$ cat config.mk
export PLATFORM = sky130hd
export DESIGN_NAME = hgc_guest_csr_bank
export DESIGN_NICKNAME = d
export VERILOG_FILES = /design/src/core/hgc_pkg.sv /design/src/core/hgc_guest_csr_bank.sv
export VERILOG_INCLUDE_DIRS = /design/src /design/src/core
export SDC_FILE = /design/constraint.sdc
export NUM_CORES = 1
export LEC_CHECK = 0
export ABC_AREA = 1
export BUFFER_PORTS_ARGS = -buffer_cell sky130_fd_sc_hd__clkbuf_2
export CORE_ASPECT_RATIO = 0.9
export CORE_MARGIN = 10
export CORE_UTILIZATION = 45
export CTS_CLUSTER_DIAMETER = 100
export DETAILED_ROUTE_END_ITERATION = 7
export PLACE_DENSITY = 0.81
export SYNTH_ARGS = -nofsm -noshare
export SYNTH_HDL_FRONTEND = slang
export SYNTH_SLANG_ARGS = --single-unit
export TNS_END_PERCENT = 20
$ cat constraint.sdc
create_clock -name ref_clk -period 3.2 [get_ports ref_clk]
set_clock_uncertainty 0.15 [all_clocks]
set_input_delay 0.48 -clock ref_clk [delete_from_list [all_inputs] [get_ports ref_clk]]
set_output_delay 0.48 -clock ref_clk [all_outputs]
set_load 0.005 [all_outputs]
$ cat src/core/hgc_map.svh
// Offsets, field positions and reset values of the guest CSR bank.
// Summary of operation
// - Pending register is read-only; bit i shows guest external interrupt i pending.
// - Enable register is read/write; bit i enables guest external interrupt i.
// - Only enable bits N:1 are writable; bit 0 and bits above N read zero.
// - Line count may be zero and never exceeds 31 on a 32-bit base.
// - Enable bits pick which pending lines raise the HS-level guest interrupt.
// - VS-level external interrupt uses the selected pending bit, ignoring enables.
// - Environment configuration is 64-bit read/write; fields other than double-trap enable act only under virtualization.
// - With I/O-fence-implies-memory set, I/O fence bits also order memory.
// - Acquire/release atomics to I/O regions are then ordered as I/O and memory.
// - Page memory type enable gates VS-stage memory types; reads zero without support.
// - Access/dirty update enable selects hardware update or fault; zero without support.
// - Landing pad disabled in VS-mode: expected state stays not-expected and pad is a no-op.
// - Shadow stack disabled under virtualization: fallbacks, reserved pattern, swap traps.
// - Double-trap enable clear forces the VS-level double-trap flag to read zero.
// - On a 32-bit base an upper alias reaches configuration bits 63:32.
// - Counter access register is 32-bit: cycle, time, retired, then performance counters.
// - Virtualized read with guest bit clear and machine bit set raises virtual-instruction.
// - Guest bit set permits the read; VU-mode also needs the supervisor bit.
// - Counter access register always exists; unimplemented bits are hardwired to zero.
// - Summary pending is set exactly when pending AND enable is nonzero.
// - VS external pending ORs the selector-chosen pending bit with its other sources.
`ifndef HGC_MAP_SVH
`define HGC_MAP_SVH
`define HGC_OFS_PEND 12'h000
`define HGC_OFS_ENAB 12'h004
`define HGC_OFS_CFG_LO 12'h008
`define HGC_OFS_CFG_HI 12'h00C
`define HGC_OFS_CTR 12'h010
`define HGC_OFS_CTRL 12'h014
`define HGC_OFS_STAT 12'h018
`define HGC_LINES 8
`define HGC_MAX_LINES 31
`define HGC_IO_FENCE_IMPLIES_MEM_BIT 0
`define HGC_LPE_BIT 2
`define HGC_SSE_BIT 3
`define HGC_DTE_BIT 59
`define HGC_HW_ACCESS_DIRTY_UPDATE_ENABLE_BIT 61
`define HGC_PAGE_MEM_TYPE_ENABLE_BIT 62
`define HGC_HAS_PBMT 1'b1
`define HGC_HAS_ADU 1'b1
`define HGC_CTR_MASK 32'h0000_0FFF
`define HGC_CFG_RST 64'h0000_0000_0000_0000
`define HGC_ENAB_RST 32'h0000_0000
`define HGC_CTR_RST 32'h0000_0000
`define HGC_SEL_W 6
`define HGC_STAT_SUMMARY 0
`define HGC_STAT_VS_EXTERNAL_IRQ_PENDING 1
`define HGC_STAT_ELP 2
`define HGC_LP_NOT_EXPECTED 1'b0
`define HGC_LP_EXPECTED 1'b1
`endif

$ cat src/core/hgc_pkg.sv
// Types shared by the guest CSR bank.
package hgc_pkg;
   typedef enum logic [2:0] {
      HGC_R_NONE = 3'b000,
      HGC_R_PEND = 3'b001,
      HGC_R_ENAB = 3'b010,
      HGC_R_CFGL = 3'b011,
      HGC_R_CFGH = 3'b100,
      HGC_R_CTR = 3'b101,
      HGC_R_CTRL = 3'b110,
      HGC_R_STAT = 3'b111
   } hgc_reg_t;
endpackage : hgc_pkg

$ cat src/core/hgc_guest_csr_bank.sv
// Hypervisor guest CSR bank with an APB register port and hart-side outputs.
//
// Our own choices: the APB interface to the registers and the placing of the registers.
`timescale 1ns/100ps
`include "hgc_map.svh"

module hgc_guest_csr_bank (
   input wire logic ref_clk,
   input wire logic rst,
   // APB slave.
   input wire logic psel,
   input wire logic penable,
   input wire logic pwrite,
   input wire logic [11:0] paddr,
   input wire logic [31:0] pwdata,
   input wire logic [3:0] pstrb,
   output logic [31:0] prdata,
   output logic pready,
   output logic pslverr,
   // Interrupt controller and other interrupt sources.
   input wire logic [31:0] guest_irq_in,
   input wire logic hvip_vs_ext_irq,
   input wire logic plat_vs_ext_irq,
   output logic hs_guest_irq_summary,
   output logic vs_external_irq_pending,
   // Hart context.
   input wire logic virt_mode,
   input wire logic vu_mode,
   // Fence and atomic ordering.
   input wire logic [3:0] fence_io_bits,
   input wire logic amo_io_region,
   input wire logic amo_aq_rl,
   output logic [3:0] fence_mem_bits,
   output logic amo_order_both,
   // Translation controls.
   output logic vs_page_mem_type_active,
   output logic vs_hw_ad_update,
   output logic vs_ad_fault,
   // Landing pads.
   input wire logic elp_set,
   input wire logic landing_pad_instruction,
   output logic expected_landing_pad_state,
   output logic landing_pad_is_nop,
   // Shadow stacks and double trap.
   input wire logic machine_shadow_stack_enable,
   input wire logic shadow_stack_swap,
   output logic shadow_stack_fallback,
   output logic shadow_stack_swap_trap,
   output logic vs_double_trap_flag_ro_zero,
   // Counter reads.
   input wire logic ctr_read,
   input wire logic [4:0] ctr_index,
   input wire logic [31:0] machine_ctr_enable,
   input wire logic [31:0] super_ctr_enable,
   output logic ctr_read_ok,
   output logic ctr_virt_instr_trap
);

   // --------------------------------------------------------------------
   // Constants and decoding helpers
   // --------------------------------------------------------------------

   // Configuration bits that software can change; all others stay zero.
   localparam logic [63:0] CFG_ONE = 64'h0000_0000_0000_0001;
   localparam logic [63:0] CFG_WMASK =
      (CFG_ONE << `HGC_IO_FENCE_IMPLIES_MEM_BIT) |
      (CFG_ONE << `HGC_LPE_BIT) |
      (CFG_ONE << `HGC_SSE_BIT) |
      (CFG_ONE << `HGC_DTE_BIT) |
      ({63'h0, `HGC_HAS_ADU} << `HGC_HW_ACCESS_DIRTY_UPDATE_ENABLE_BIT) |
      ({63'h0, `HGC_HAS_PBMT} << `HGC_PAGE_MEM_TYPE_ENABLE_BIT);

   // Address decode, shared by the read mux and the write logic.
   function automatic hgc_pkg::hgc_reg_t hgc_decode(
      input logic [11:0] a
   );
      case (a)
         `HGC_OFS_PEND: hgc_decode = hgc_pkg::HGC_R_PEND;
         `HGC_OFS_ENAB: hgc_decode = hgc_pkg::HGC_R_ENAB;
         `HGC_OFS_CFG_LO: hgc_decode = hgc_pkg::HGC_R_CFGL;
         `HGC_OFS_CFG_HI: hgc_decode = hgc_pkg::HGC_R_CFGH;
         `HGC_OFS_CTR: hgc_decode = hgc_pkg::HGC_R_CTR;
         `HGC_OFS_CTRL: hgc_decode = hgc_pkg::HGC_R_CTRL;
         `HGC_OFS_STAT: hgc_decode = hgc_pkg::HGC_R_STAT;
         default: hgc_decode = hgc_pkg::HGC_R_NONE;
      endcase
   endfunction : hgc_decode

   // Byte-lane merge of a write into an existing word.
   function automatic logic [31:0] hgc_merge(
      input logic [31:0] old,
      input logic [31:0] wd,
      input logic [3:0] be
   );
      logic [31:0] r;
      r = old;
      for (int k = 0; k < 4; k++) begin
         if (be[k]) begin
            r[8*k +: 8] = wd[8*k +: 8];
         end
      end
      return r;
   endfunction : hgc_merge

   // --------------------------------------------------------------------
   // Declarations
   // --------------------------------------------------------------------

   logic [31:0] line_mask;
   logic [31:0] pend_q;
   logic [31:0] enab_q;
   logic [63:0] cfg_q;
   logic [31:0] ctr_q;
   logic [`HGC_SEL_W-1:0] sel_q;
   logic summary_q;
   logic vs_external_irq_pending_q;
   logic elp_q;
   logic [31:0] prdata_q;
   logic [31:0] rdata_d;
   logic pready_q;
   logic pslverr_q;
   logic [3:0] fence_mem_q;
   logic amo_both_q;
   logic pbmt_q;
   logic ad_upd_q;
   logic ad_fault_q;
   logic lp_nop_q;
   logic ss_fb_q;
   logic ss_trap_q;
   logic dt_zero_q;
   logic ctr_ok_q;
   logic ctr_trap_q;
   logic wr_commit;
   logic setup;
   logic vs_mode;
   logic sel_bit;
   logic hc_bit;
   hgc_pkg::hgc_reg_t wr_reg;
   hgc_pkg::hgc_reg_t rd_reg;

   // --------------------------------------------------------------------
   // Implemented guest lines
   // --------------------------------------------------------------------

   // Lines fill from bit 1 upward; bit 0 never exists.  A count of zero
   // leaves both registers all zero.
   for (genvar i = 0; i < 32; i++) begin : g_line
      assign line_mask[i] = (i >= 1) && (i <= `HGC_LINES) &&
                            (i <= `HGC_MAX_LINES);
   end

   // --------------------------------------------------------------------
   // APB slave
   // --------------------------------------------------------------------

   // Zero wait states: the answer is prepared at the setup edge, so the
   // read data are a snapshot of that edge, not of the access edge.
   assign setup = psel & ~penable;
   assign wr_commit = psel & penable & pready_q & pwrite & ~pslverr_q;
   assign wr_reg = hgc_decode(paddr);
   assign rd_reg = hgc_decode(paddr);

   // Read mux; reserved and unimplemented bits read as zero.
   always_comb begin
      case (rd_reg)
         hgc_pkg::HGC_R_PEND: rdata_d = pend_q;
         hgc_pkg::HGC_R_ENAB: rdata_d = enab_q;
         hgc_pkg::HGC_R_CFGL: rdata_d = cfg_q[31:0];
         hgc_pkg::HGC_R_CFGH: rdata_d = cfg_q[63:32];
         hgc_pkg::HGC_R_CTR: rdata_d = ctr_q;
         hgc_pkg::HGC_R_CTRL: rdata_d = {26'h0, sel_q};
         hgc_pkg::HGC_R_STAT: rdata_d = {29'h0, elp_q, vs_external_irq_pending_q, summary_q};
         default: rdata_d = 32'h0000_0000;
      endcase
   end

   // Handshake: pready rises in the first access cycle and falls after it.
   always_ff @(posedge ref_clk) begin
      if (rst) begin
         pready_q <= 1'b0;
         pslverr_q <= 1'b0;
         prdata_q <= 32'h0000_0000;
      end else if (setup) begin
         pready_q <= 1'b1;
         pslverr_q <= (rd_reg == hgc_pkg::HGC_R_NONE);
         prdata_q <= pwrite ? 32'h0000_0000 : rdata_d;
      end else begin
         pready_q <= 1'b0;
         pslverr_q <= 1'b0;
      end
   end

   // --------------------------------------------------------------------
   // Software-visible registers
   // --------------------------------------------------------------------

   // Pending bits follow the controller every cycle; a write to this
   // offset completes normally but stores nothing.
   always_ff @(posedge ref_clk) begin
      if (rst) begin
         pend_q <= 32'h0000_0000;
      end else begin
         pend_q <= guest_irq_in & line_mask;
      end
   end

   // Enable register, masked to the implemented lines.
   always_ff @(posedge ref_clk) begin
      if (rst) begin
         enab_q <= `HGC_ENAB_RST;
      end else if (wr_commit && wr_reg == hgc_pkg::HGC_R_ENAB) begin
         enab_q <= hgc_merge(enab_q, pwdata, pstrb) & line_mask;
      end
   end

   // 64-bit environment configuration, low half and upper alias.
   always_ff @(posedge ref_clk) begin
      if (rst) begin
         cfg_q <= `HGC_CFG_RST;
      end else if (wr_commit && wr_reg == hgc_pkg::HGC_R_CFGL) begin
         cfg_q[31:0] <= hgc_merge(cfg_q[31:0], pwdata, pstrb) &
                        CFG_WMASK[31:0];
      end else if (wr_commit && wr_reg == hgc_pkg::HGC_R_CFGH) begin
         cfg_q[63:32] <= hgc_merge(cfg_q[63:32], pwdata, pstrb) &
                         CFG_WMASK[63:32];
      end
   end

   // Counter access enables; unimplemented counters are hardwired zero,
   // so any value may be written and only legal ones are kept.
   always_ff @(posedge ref_clk) begin
      if (rst) begin
         ctr_q <= `HGC_CTR_RST;
      end else if (wr_commit && wr_reg == hgc_pkg::HGC_R_CTR) begin
         ctr_q <= hgc_merge(ctr_q, pwdata, pstrb) & `HGC_CTR_MASK;
      end
   end

   // Guest-line selector, normally a field of the hypervisor status.
   always_ff @(posedge ref_clk) begin
      if (rst) begin
         sel_q <= 6'h00;
      end else if (wr_commit && wr_reg == hgc_pkg::HGC_R_CTRL &&
                   pstrb[0]) begin
         sel_q <= pwdata[`HGC_SEL_W-1:0];
      end
   end

   // --------------------------------------------------------------------
   // Interrupt outputs
   // --------------------------------------------------------------------

   // Selector values above 31 pick nothing rather than aliasing a line.
   assign sel_bit = (sel_q[5] == 1'b0) ? pend_q[sel_q[4:0]] : 1'b0;

   // Summary uses the enables; the VS-level path deliberately does not.
   always_ff @(posedge ref_clk) begin
      if (rst) begin
         summary_q <= 1'b0;
         vs_external_irq_pending_q <= 1'b0;
      end else begin
         summary_q <= |(pend_q & enab_q);
         vs_external_irq_pending_q <= sel_bit | hvip_vs_ext_irq | plat_vs_ext_irq;
      end
   end

   // --------------------------------------------------------------------
   // Environment controls toward the hart
   // --------------------------------------------------------------------

   assign vs_mode = virt_mode & ~vu_mode;

   // Both fence and atomic controls are qualified by virtualization mode.
   always_ff @(posedge ref_clk) begin
      if (rst) begin
         fence_mem_q <= 4'h0;
         amo_both_q <= 1'b0;
      end else begin
         fence_mem_q <= fence_io_bits &
                        {4{virt_mode & cfg_q[`HGC_IO_FENCE_IMPLIES_MEM_BIT]}};
         amo_both_q <= virt_mode & cfg_q[`HGC_IO_FENCE_IMPLIES_MEM_BIT] &
                       amo_io_region & amo_aq_rl;
      end
   end

   // Translation controls; without support the bits never set.
   always_ff @(posedge ref_clk) begin
      if (rst) begin
         pbmt_q <= 1'b0;
         ad_upd_q <= 1'b0;
         ad_fault_q <= 1'b0;
      end else begin
         pbmt_q <= virt_mode & cfg_q[`HGC_PAGE_MEM_TYPE_ENABLE_BIT];
         ad_upd_q <= virt_mode & cfg_q[`HGC_HW_ACCESS_DIRTY_UPDATE_ENABLE_BIT];
         ad_fault_q <= virt_mode & ~cfg_q[`HGC_HW_ACCESS_DIRTY_UPDATE_ENABLE_BIT];
      end
   end

   // Expected-landing-pad state; a disabled VS-mode pins it, which also
   // wins over a set request arriving in the same cycle.
   always_ff @(posedge ref_clk) begin
      if (rst) begin
         elp_q <= `HGC_LP_NOT_EXPECTED;
      end else if (vs_mode && !cfg_q[`HGC_LPE_BIT]) begin
         elp_q <= `HGC_LP_NOT_EXPECTED;
      end else if (elp_set) begin
         elp_q <= `HGC_LP_EXPECTED;
      end else if (landing_pad_instruction) begin
         elp_q <= `HGC_LP_NOT_EXPECTED;
      end
   end

   // Landing pad, shadow stack and double-trap qualifiers.
   always_ff @(posedge ref_clk) begin
      if (rst) begin
         lp_nop_q <= 1'b0;
         ss_fb_q <= 1'b0;
         ss_trap_q <= 1'b0;
         dt_zero_q <= 1'b1;
      end else begin
         lp_nop_q <= vs_mode & ~cfg_q[`HGC_LPE_BIT];
         ss_fb_q <= virt_mode & ~cfg_q[`HGC_SSE_BIT];
         ss_trap_q <= virt_mode & ~cfg_q[`HGC_SSE_BIT] &
                      machine_shadow_stack_enable & shadow_stack_swap;
         dt_zero_q <= ~cfg_q[`HGC_DTE_BIT];
      end
   end

   // --------------------------------------------------------------------
   // Counter access check
   // --------------------------------------------------------------------

   assign hc_bit = ctr_q[ctr_index];

   // Outside virtualization this bank never blocks a read; a machine
   // enable of zero is another block's illegal-instruction case.
   always_ff @(posedge ref_clk) begin
      if (rst) begin
         ctr_ok_q <= 1'b0;
         ctr_trap_q <= 1'b0;
      end else begin
         ctr_ok_q <= ctr_read & (~virt_mode |
                     (hc_bit & machine_ctr_enable[ctr_index] &
                      (~vu_mode | super_ctr_enable[ctr_index])));
         ctr_trap_q <= ctr_read & virt_mode & ~hc_bit &
                       machine_ctr_enable[ctr_index];
      end
   end

   // --------------------------------------------------------------------
   // Outputs
   // --------------------------------------------------------------------

   assign prdata = prdata_q;
   assign pready = pready_q;
   assign pslverr = pslverr_q;
   assign hs_guest_irq_summary = summary_q;
   assign vs_external_irq_pending = vs_external_irq_pending_q;
   assign fence_mem_bits = fence_mem_q;
   assign amo_order_both = amo_both_q;
   assign vs_page_mem_type_active = pbmt_q;
   assign vs_hw_ad_update = ad_upd_q;
   assign vs_ad_fault = ad_fault_q;
   assign expected_landing_pad_state = elp_q;
   assign landing_pad_is_nop = lp_nop_q;
   assign shadow_stack_fallback = ss_fb_q;
   assign shadow_stack_swap_trap = ss_trap_q;
   assign vs_double_trap_flag_ro_zero = dt_zero_q;
   assign ctr_read_ok = ctr_ok_q;
   assign ctr_virt_instr_trap = ctr_trap_q;

endmodule : hgc_guest_csr_bank

## Word level (Yosys, flattened, before mapping)

Cells that the tools add are included.

- Output and inout bits: 51
- Bits in registers: 115

- Mux-type cells: 15
- Bitwise logic cells: 39
- Reduce and logical (&&, ||, !) cells: 20
- Eq/ne operators: 13
- $lt $le $gt $ge: 2

Operators with widths:

| kind | count |
|---|---|
| $pmux 32 s7 | 1 |
| $eq 12x5->1 const B | 3 |
| $and 32x9->32 | 1 |
| $mux 32 | 1 |
| $reduce_or 32->1 | 1 |
| $eq 12x4->1 const B | 2 |
| $and 1x1->1 | 22 |
| $pmux 3 s7 | 1 |
| $bmux 1 s5 | 4 |
| $eq 12x3->1 const B | 1 |
| $eq 3x3->1 const B | 4 |
| $logic_not 12->1 | 1 |
| $lt 5x6->1 const B | 2 |
| $not 1->1 | 11 |
| $reduce_and 2->1 | 5 |
| $mux 1 | 8 |
| $logic_and 1x1->1 | 7 |
| $eq 3x2->1 const B | 2 |
| $and 4x4->4 | 1 |
| $or 1x1->1 | 4 |
| $reduce_or 2->1 | 2 |
| $eq 3x1->1 const B | 1 |
| $logic_not 3->1 | 1 |
| $reduce_and 3->1 | 1 |
| 2 further kinds | 2 |

## Logic depth before layout (Yosys ltp)

- Word-level depth: 7
- Depth in mapped cells: 14
- Mapped depth without buffers: 13

## Worst setup path after synthesis

OpenSTA, ideal clock, no wires.

- Path kind: input port to flip-flop
- Start: input port paddr[11]
- End: register prdata_q[2] (netlist: prdata[2])
- Stages on the path: 9
- Data required time: 2.980 ns
- Arrival: 1.503 ns
- Setup slack: 1.477 ns
- Path through: nor2_1 > nand3_1 > nor2_1 > nand2_1 > nor2_1 > nor2_1 > nand2_1 > nand3_1 > a21oi_1

- Cells in the longest elaborated chain, start to end: 5
- Elaborated cells on any way between the ends: 17
- Classes of those cells: 13 x eq/ne; 3 x mux; 1 x reduce/logical

Ends and longest elaborated chain:

| item | RTL line | source |
|---|---|---|
| start: declaration | hgc_guest_csr_bank.sv:14 | `input wire logic [11:0] paddr,` |
| $eq 12x5->1, or another cell as far along | hgc_guest_csr_bank.sv:77 | `case (a)` |
| $pmux 3 s7 (*) | hgc_guest_csr_bank.sv:77 |  |
| $eq 3x3->1, or another cell as far along | hgc_guest_csr_bank.sv:165 | `case (rd_reg)` |
| $pmux 32 s7 (*) | hgc_guest_csr_bank.sv:165 |  |
| $mux 32 (*) | hgc_guest_csr_bank.sv:186 | `prdata_q <= pwrite ? 32'h0000_0000 : rdata_d;` |
| end signal: assignment | hgc_guest_csr_bank.sv:186 |  |
| end: declaration | hgc_guest_csr_bank.sv:118 | `logic [31:0] prdata_q;` |

Mark *: on every way between the ends. The rest lies on a longest branch, timed or not.
A chain may end at the register's enable or synchronous reset.

## Worst setup path after layout

- Start: register pready_q (netlist: pready)
- End: register sel_q[5]

- Cells in the longest elaborated chain, start to end: 5

Ends and longest elaborated chain:

| item | RTL line | source |
|---|---|---|
| start: declaration | hgc_guest_csr_bank.sv:120 | `logic pready_q;` |
| start signal: assignment | hgc_guest_csr_bank.sv:180 | `pready_q <= 1'b0;` |
| start signal: assignment | hgc_guest_csr_bank.sv:184 | `pready_q <= 1'b1;` |
| start signal: assignment | hgc_guest_csr_bank.sv:188 | `pready_q <= 1'b0;` |
| $and 1x1->1 (3 in a row) | hgc_guest_csr_bank.sv:159 | `assign wr_commit = psel & penable & pready_q & pwrite & ~pslverr_q;` |
| $logic_and 1x1->1 (2 in a row) | hgc_guest_csr_bank.sv:243 | `end else if (wr_commit && wr_reg == hgc_pkg::HGC_R_CTRL &&` |
| end signal: assignment | hgc_guest_csr_bank.sv:245 | `` sel_q <= pwdata[`HGC_SEL_W-1:0]; `` |
| end: declaration | hgc_guest_csr_bank.sv:114 | `` logic [`HGC_SEL_W-1:0] sel_q; `` |

No other way between the ends.

==> results.yml <==
status:
  run_status: "completed"
route:
  router_iterations_before_antenna_repair: 5
  finalWirelength_um: 12400
  initialDrtViolationCount: 373
  route.detailed.wl_per_inst_um: 14.4
  final_antenna_net_count: 0
  vias: 4337
  post_drt_via_cell_ratio: 5.03
  route.detailed.drc: 0
global_routing:
  grt_util_all_layers_pct: 18.5
  grt.overflow.total: 0
  first_global_vias: 4125
  grt_max_degree: 32
  antenna_found_initial: 0
  first_pass_grt_wire_length_um: 19700
hold_path:
  min_path_cells: 3
  worst_hold_path_type: "input port to register"
  timing.hold.worst.start: "guest_irq_in[1]"
  hold_crit_endpoint: "pend_q[1]$_SDFF_PP0_"
cells_and_area:
  multi_input_area_um2: 1980
  total_number_of_nets_in_the_final_design: 908
  layout-area-overhead-vs-synth_pct: 24.0
  fillers: 836
  design_area_um2: 4840
  diodes: 0
  stdcell_count: 863
  register_area_um2: 1480
  drive_gt1_share_pct: 23.0
place:
  dpl_cell_area_um2: 4630
  place.port_buffers: 144
  gp_routability_congestion: 0.943
  dp_hpwl_um: 9920
  placed_cells_incl_taps: 847
timing:
  max-slew-margin-rel_pct: 43.1
  final_hold_viol_count: 0
  final_min_period_over_clock_period_pct: 69.4
  maxSlewViolCount: 0
  worst_pin_slew_ns: 0.852
  grt_setup_unrepaired: "false"
  finalSetupTns_ns: 0
  achievable-frequency_ghz: 0.451
  final.min_clock_period_ns: 2.22
  setup_viol: 0
synth:
  syn-cell-area_um2: 3900
  post_synth_inst_count: 604
  postSynthRegisterBits: 74
  synth_seq_area_share_pct: 37.9
  yosysWarningCount: 0
  synth.distinct_cells: 32
  syn_avg_cell_area_um2: 6.47
clock_tree:
  cts.hold.buffers_added: 0
  worst_skew_pair.late_latency_ns: 0.35
  root_buffer: "clkbuf_8"
  htree_num_levels: 3
  clockBufferDepth: 2
  clk_pin_slew_worst_paths_ns: 0.07
  cts_tree: "done"
  cts-buffers-inserted: 9
  ctsResizeCount: 0
  postCtsSetupBuffers: 0
  clkSinkCount: 74
power:
  worst_ir_drop_vdd_mv: 0.399
  pwr_density_cell_nw_per_um2: 400
  power_mw: 1.94
  p_leak_nw: 2.34
floorplanning:
  chipHeight_um: 108
  die_area_um2: 12800
  dieWidth_um: 118
  starting_density_of_the_core_pct: 45.8
  total_core_area_um2: 8530
  rows: 32
  io-pin-count: 220
setup_path:
  ff2ff_path_depth: 6
  worst_r2r_startpoint: "pready$_SDFF_PP0_"
  critical_path.endpoint_type: "register"
  ff2ff_setup_slack_ns: 0.98
  worst_r2r_endpoint: "sel_q[5]$_SDFFE_PP0P_"
  required_ns: 3.32
  critPathArrivalTime_ns: 2.34
  timing.critical_path.fanout_max: 12
  critPathKind: "register to register"
  timing.critical_path.from_type: "register"
run:
  maxCapViolCount: 0
-- layout by cell type (no fill, tap or decap), types with 2 or more instances in the layout --
| master | count |
|---|---|
| nor2_4 | 2 |
| o21ai_0 | 24 |
| a21oi_1 | 39 |
| nor2_1 | 79 |
| a211oi_1 | 5 |
| o211ai_1 | 8 |
| inv_2 | 2 |
| and3_1 | 2 |
| a22o_1 | 2 |
| nand2_2 | 2 |
| conb_1 | 17 |
| clkbuf_1 | 2 |
| nand3_1 | 65 |
| buf_4 | 3 |
| nor3_1 | 22 |
| bufinv_16 | 2 |
| clkinv_2 | 2 |
| nand2_1 | 145 |
| clkbuf_2 | 144 |
| dfxtp_1 | 74 |
| a221oi_1 | 2 |
| clkbuf_8 | 9 |
| inv_1 | 70 |
| nand4_1 | 10 |
| clkinv_1 | 3 |
-- area by class of cell --
class / count / area share (%)
Multi-Input combinational cell: 432 / 40.8
Sequential cell: 74 / 30.6
Timing Repair Buffer: 147 / 15.4
Inverter: 75 / 5.82
Tap cell: 119 / 3.08
Clock buffer: 11 / 2.71
Clock inverter: 5 / 1.63
-- stage by stage --
| step | setup WS [ns] | hold slack [ns] | utilization, % |
|---|---|---|---|
| 2_1_floorplan | 1.48 | 0.230 | - |
| 3_3_place_gp | 0.850 | 0.253 | 54.3 |
| 3_5_place_dp | 0.807 | 0.258 | 54.3 |
| 4_1_cts | 1.04 | 0.161 | 56.8 |
| 5_1_grt | 0.824 | 0.161 | 56.8 |
| 6_report | 0.981 | 0.167 | 56.8 |
-- synthesized netlist by cell type --
library cell	number	area, µm²
a211oi_1	5	37.5
a211oi_2	1	12.5
a21oi_1	39	195
a221oi_1	2	17.5
a22o_1	2	17.5
a31oi_1	1	6.26
and3_1	2	12.5
buf_1	6	22.5
buf_2	4	20.0
buf_4	18	135
buf_6	1	11.3
clkbuf_1	10	37.5
clkinv_1	3	11.3
conb_1	1	3.75
dfxtp_1	74	1480
inv_1	70	263
inv_2	2	7.51
nand2_1	145	544
nand2_2	2	12.5
nand3_1	65	325
nand3_4	1	17.5
nand4_1	10	62.6
nor2_1	79	297
nor2_2	1	6.26
nor2_4	2	22.5
nor3_1	22	110
nor3_4	1	16.3
nor4_1	1	6.26
o211ai_1	8	60.1
o21ai_0	24	120
o22ai_1	1	6.26
or3_1	1	6.26
-- per-layer routing --
layer / track usage, % / vias up / wire [µm]
li1: - / 2192 / -
met1: 22.5 / 1942 / 5210
met2: 31.8 / 185 / 6070
met3: 4.79 / 18 / 963
met4: 5.20 / 0 / 197
met5: 0 / - / 0
-- critical path, stage by stage, from the launching register on --
cell and delay, ns:
dfxtp_1 0.34, nand3_1 0.12, nor3_4 0.37, nand2_2 0.17, nor2_1 0.65, o21ai_0 0.21
a21oi_1 0.15
-- worst max path at each step --
stage,from,endpoint,slack [ns],cells after the start
floorplan,paddr[11],prdata[2]$_SDFFE_PP0P_,1.48,9
global placement,psel,sel_q[3]$_SDFFE_PP0P_,0.85,7
detailed placement,psel,sel_q[1]$_SDFFE_PP0P_,0.81,7
CTS,pready$_SDFF_PP0_,sel_q[2]$_SDFFE_PP0P_,1.04,6
global route,pready$_SDFF_PP0_,sel_q[2]$_SDFFE_PP0P_,0.82,6
finish,pready$_SDFF_PP0_,sel_q[5]$_SDFFE_PP0P_,0.98,6
-- cells by family (layout without fill, tap and decap cells) --
group	Yosys count	count (layout)	synth area share [%]
AND/OR/NAND/NOR	332	332	36.8
buffers and inverters	114	238	13.0
AO/OA/AOI/OAI	83	83	12.1
flip-flops	74	74	37.9
other	1	17	0.0960
-- state kept, by name (all words and copies together) (netlist names) --
signal / count
pslverr: 1
pend_q: 8
landing_pad_is_nop: 1
vs_page_mem_type_active: 1
fence_mem_bits: 4
expected_landing_pad_state: 1
hs_guest_irq_summary: 1
vs_external_irq_pending: 1
vs_hw_ad_update: 1
amo_order_both: 1
pready: 1
vs_ad_fault: 1
ctr_read_ok: 1
ctr_virt_instr_trap: 1
vs_double_trap_flag_ro_zero: 1
cfg_q: 6
enab_q: 8
ctr_q: 12
shadow_stack_fallback: 1
prdata: 15
sel_q: 6
shadow_stack_swap_trap: 1
-- where the power goes --
group / switching [mW] / leakage (nW) / internal (mW)
combinational: 0.130 / 1.64 / 0.0891
sequential: 0.0101 / 0.600 / 0.931
clock: 0.336 / 0.107 / 0.438
total: 0.477 / 2.34 / 1.46
Note: power is estimated with default switching activity, not from simulation.
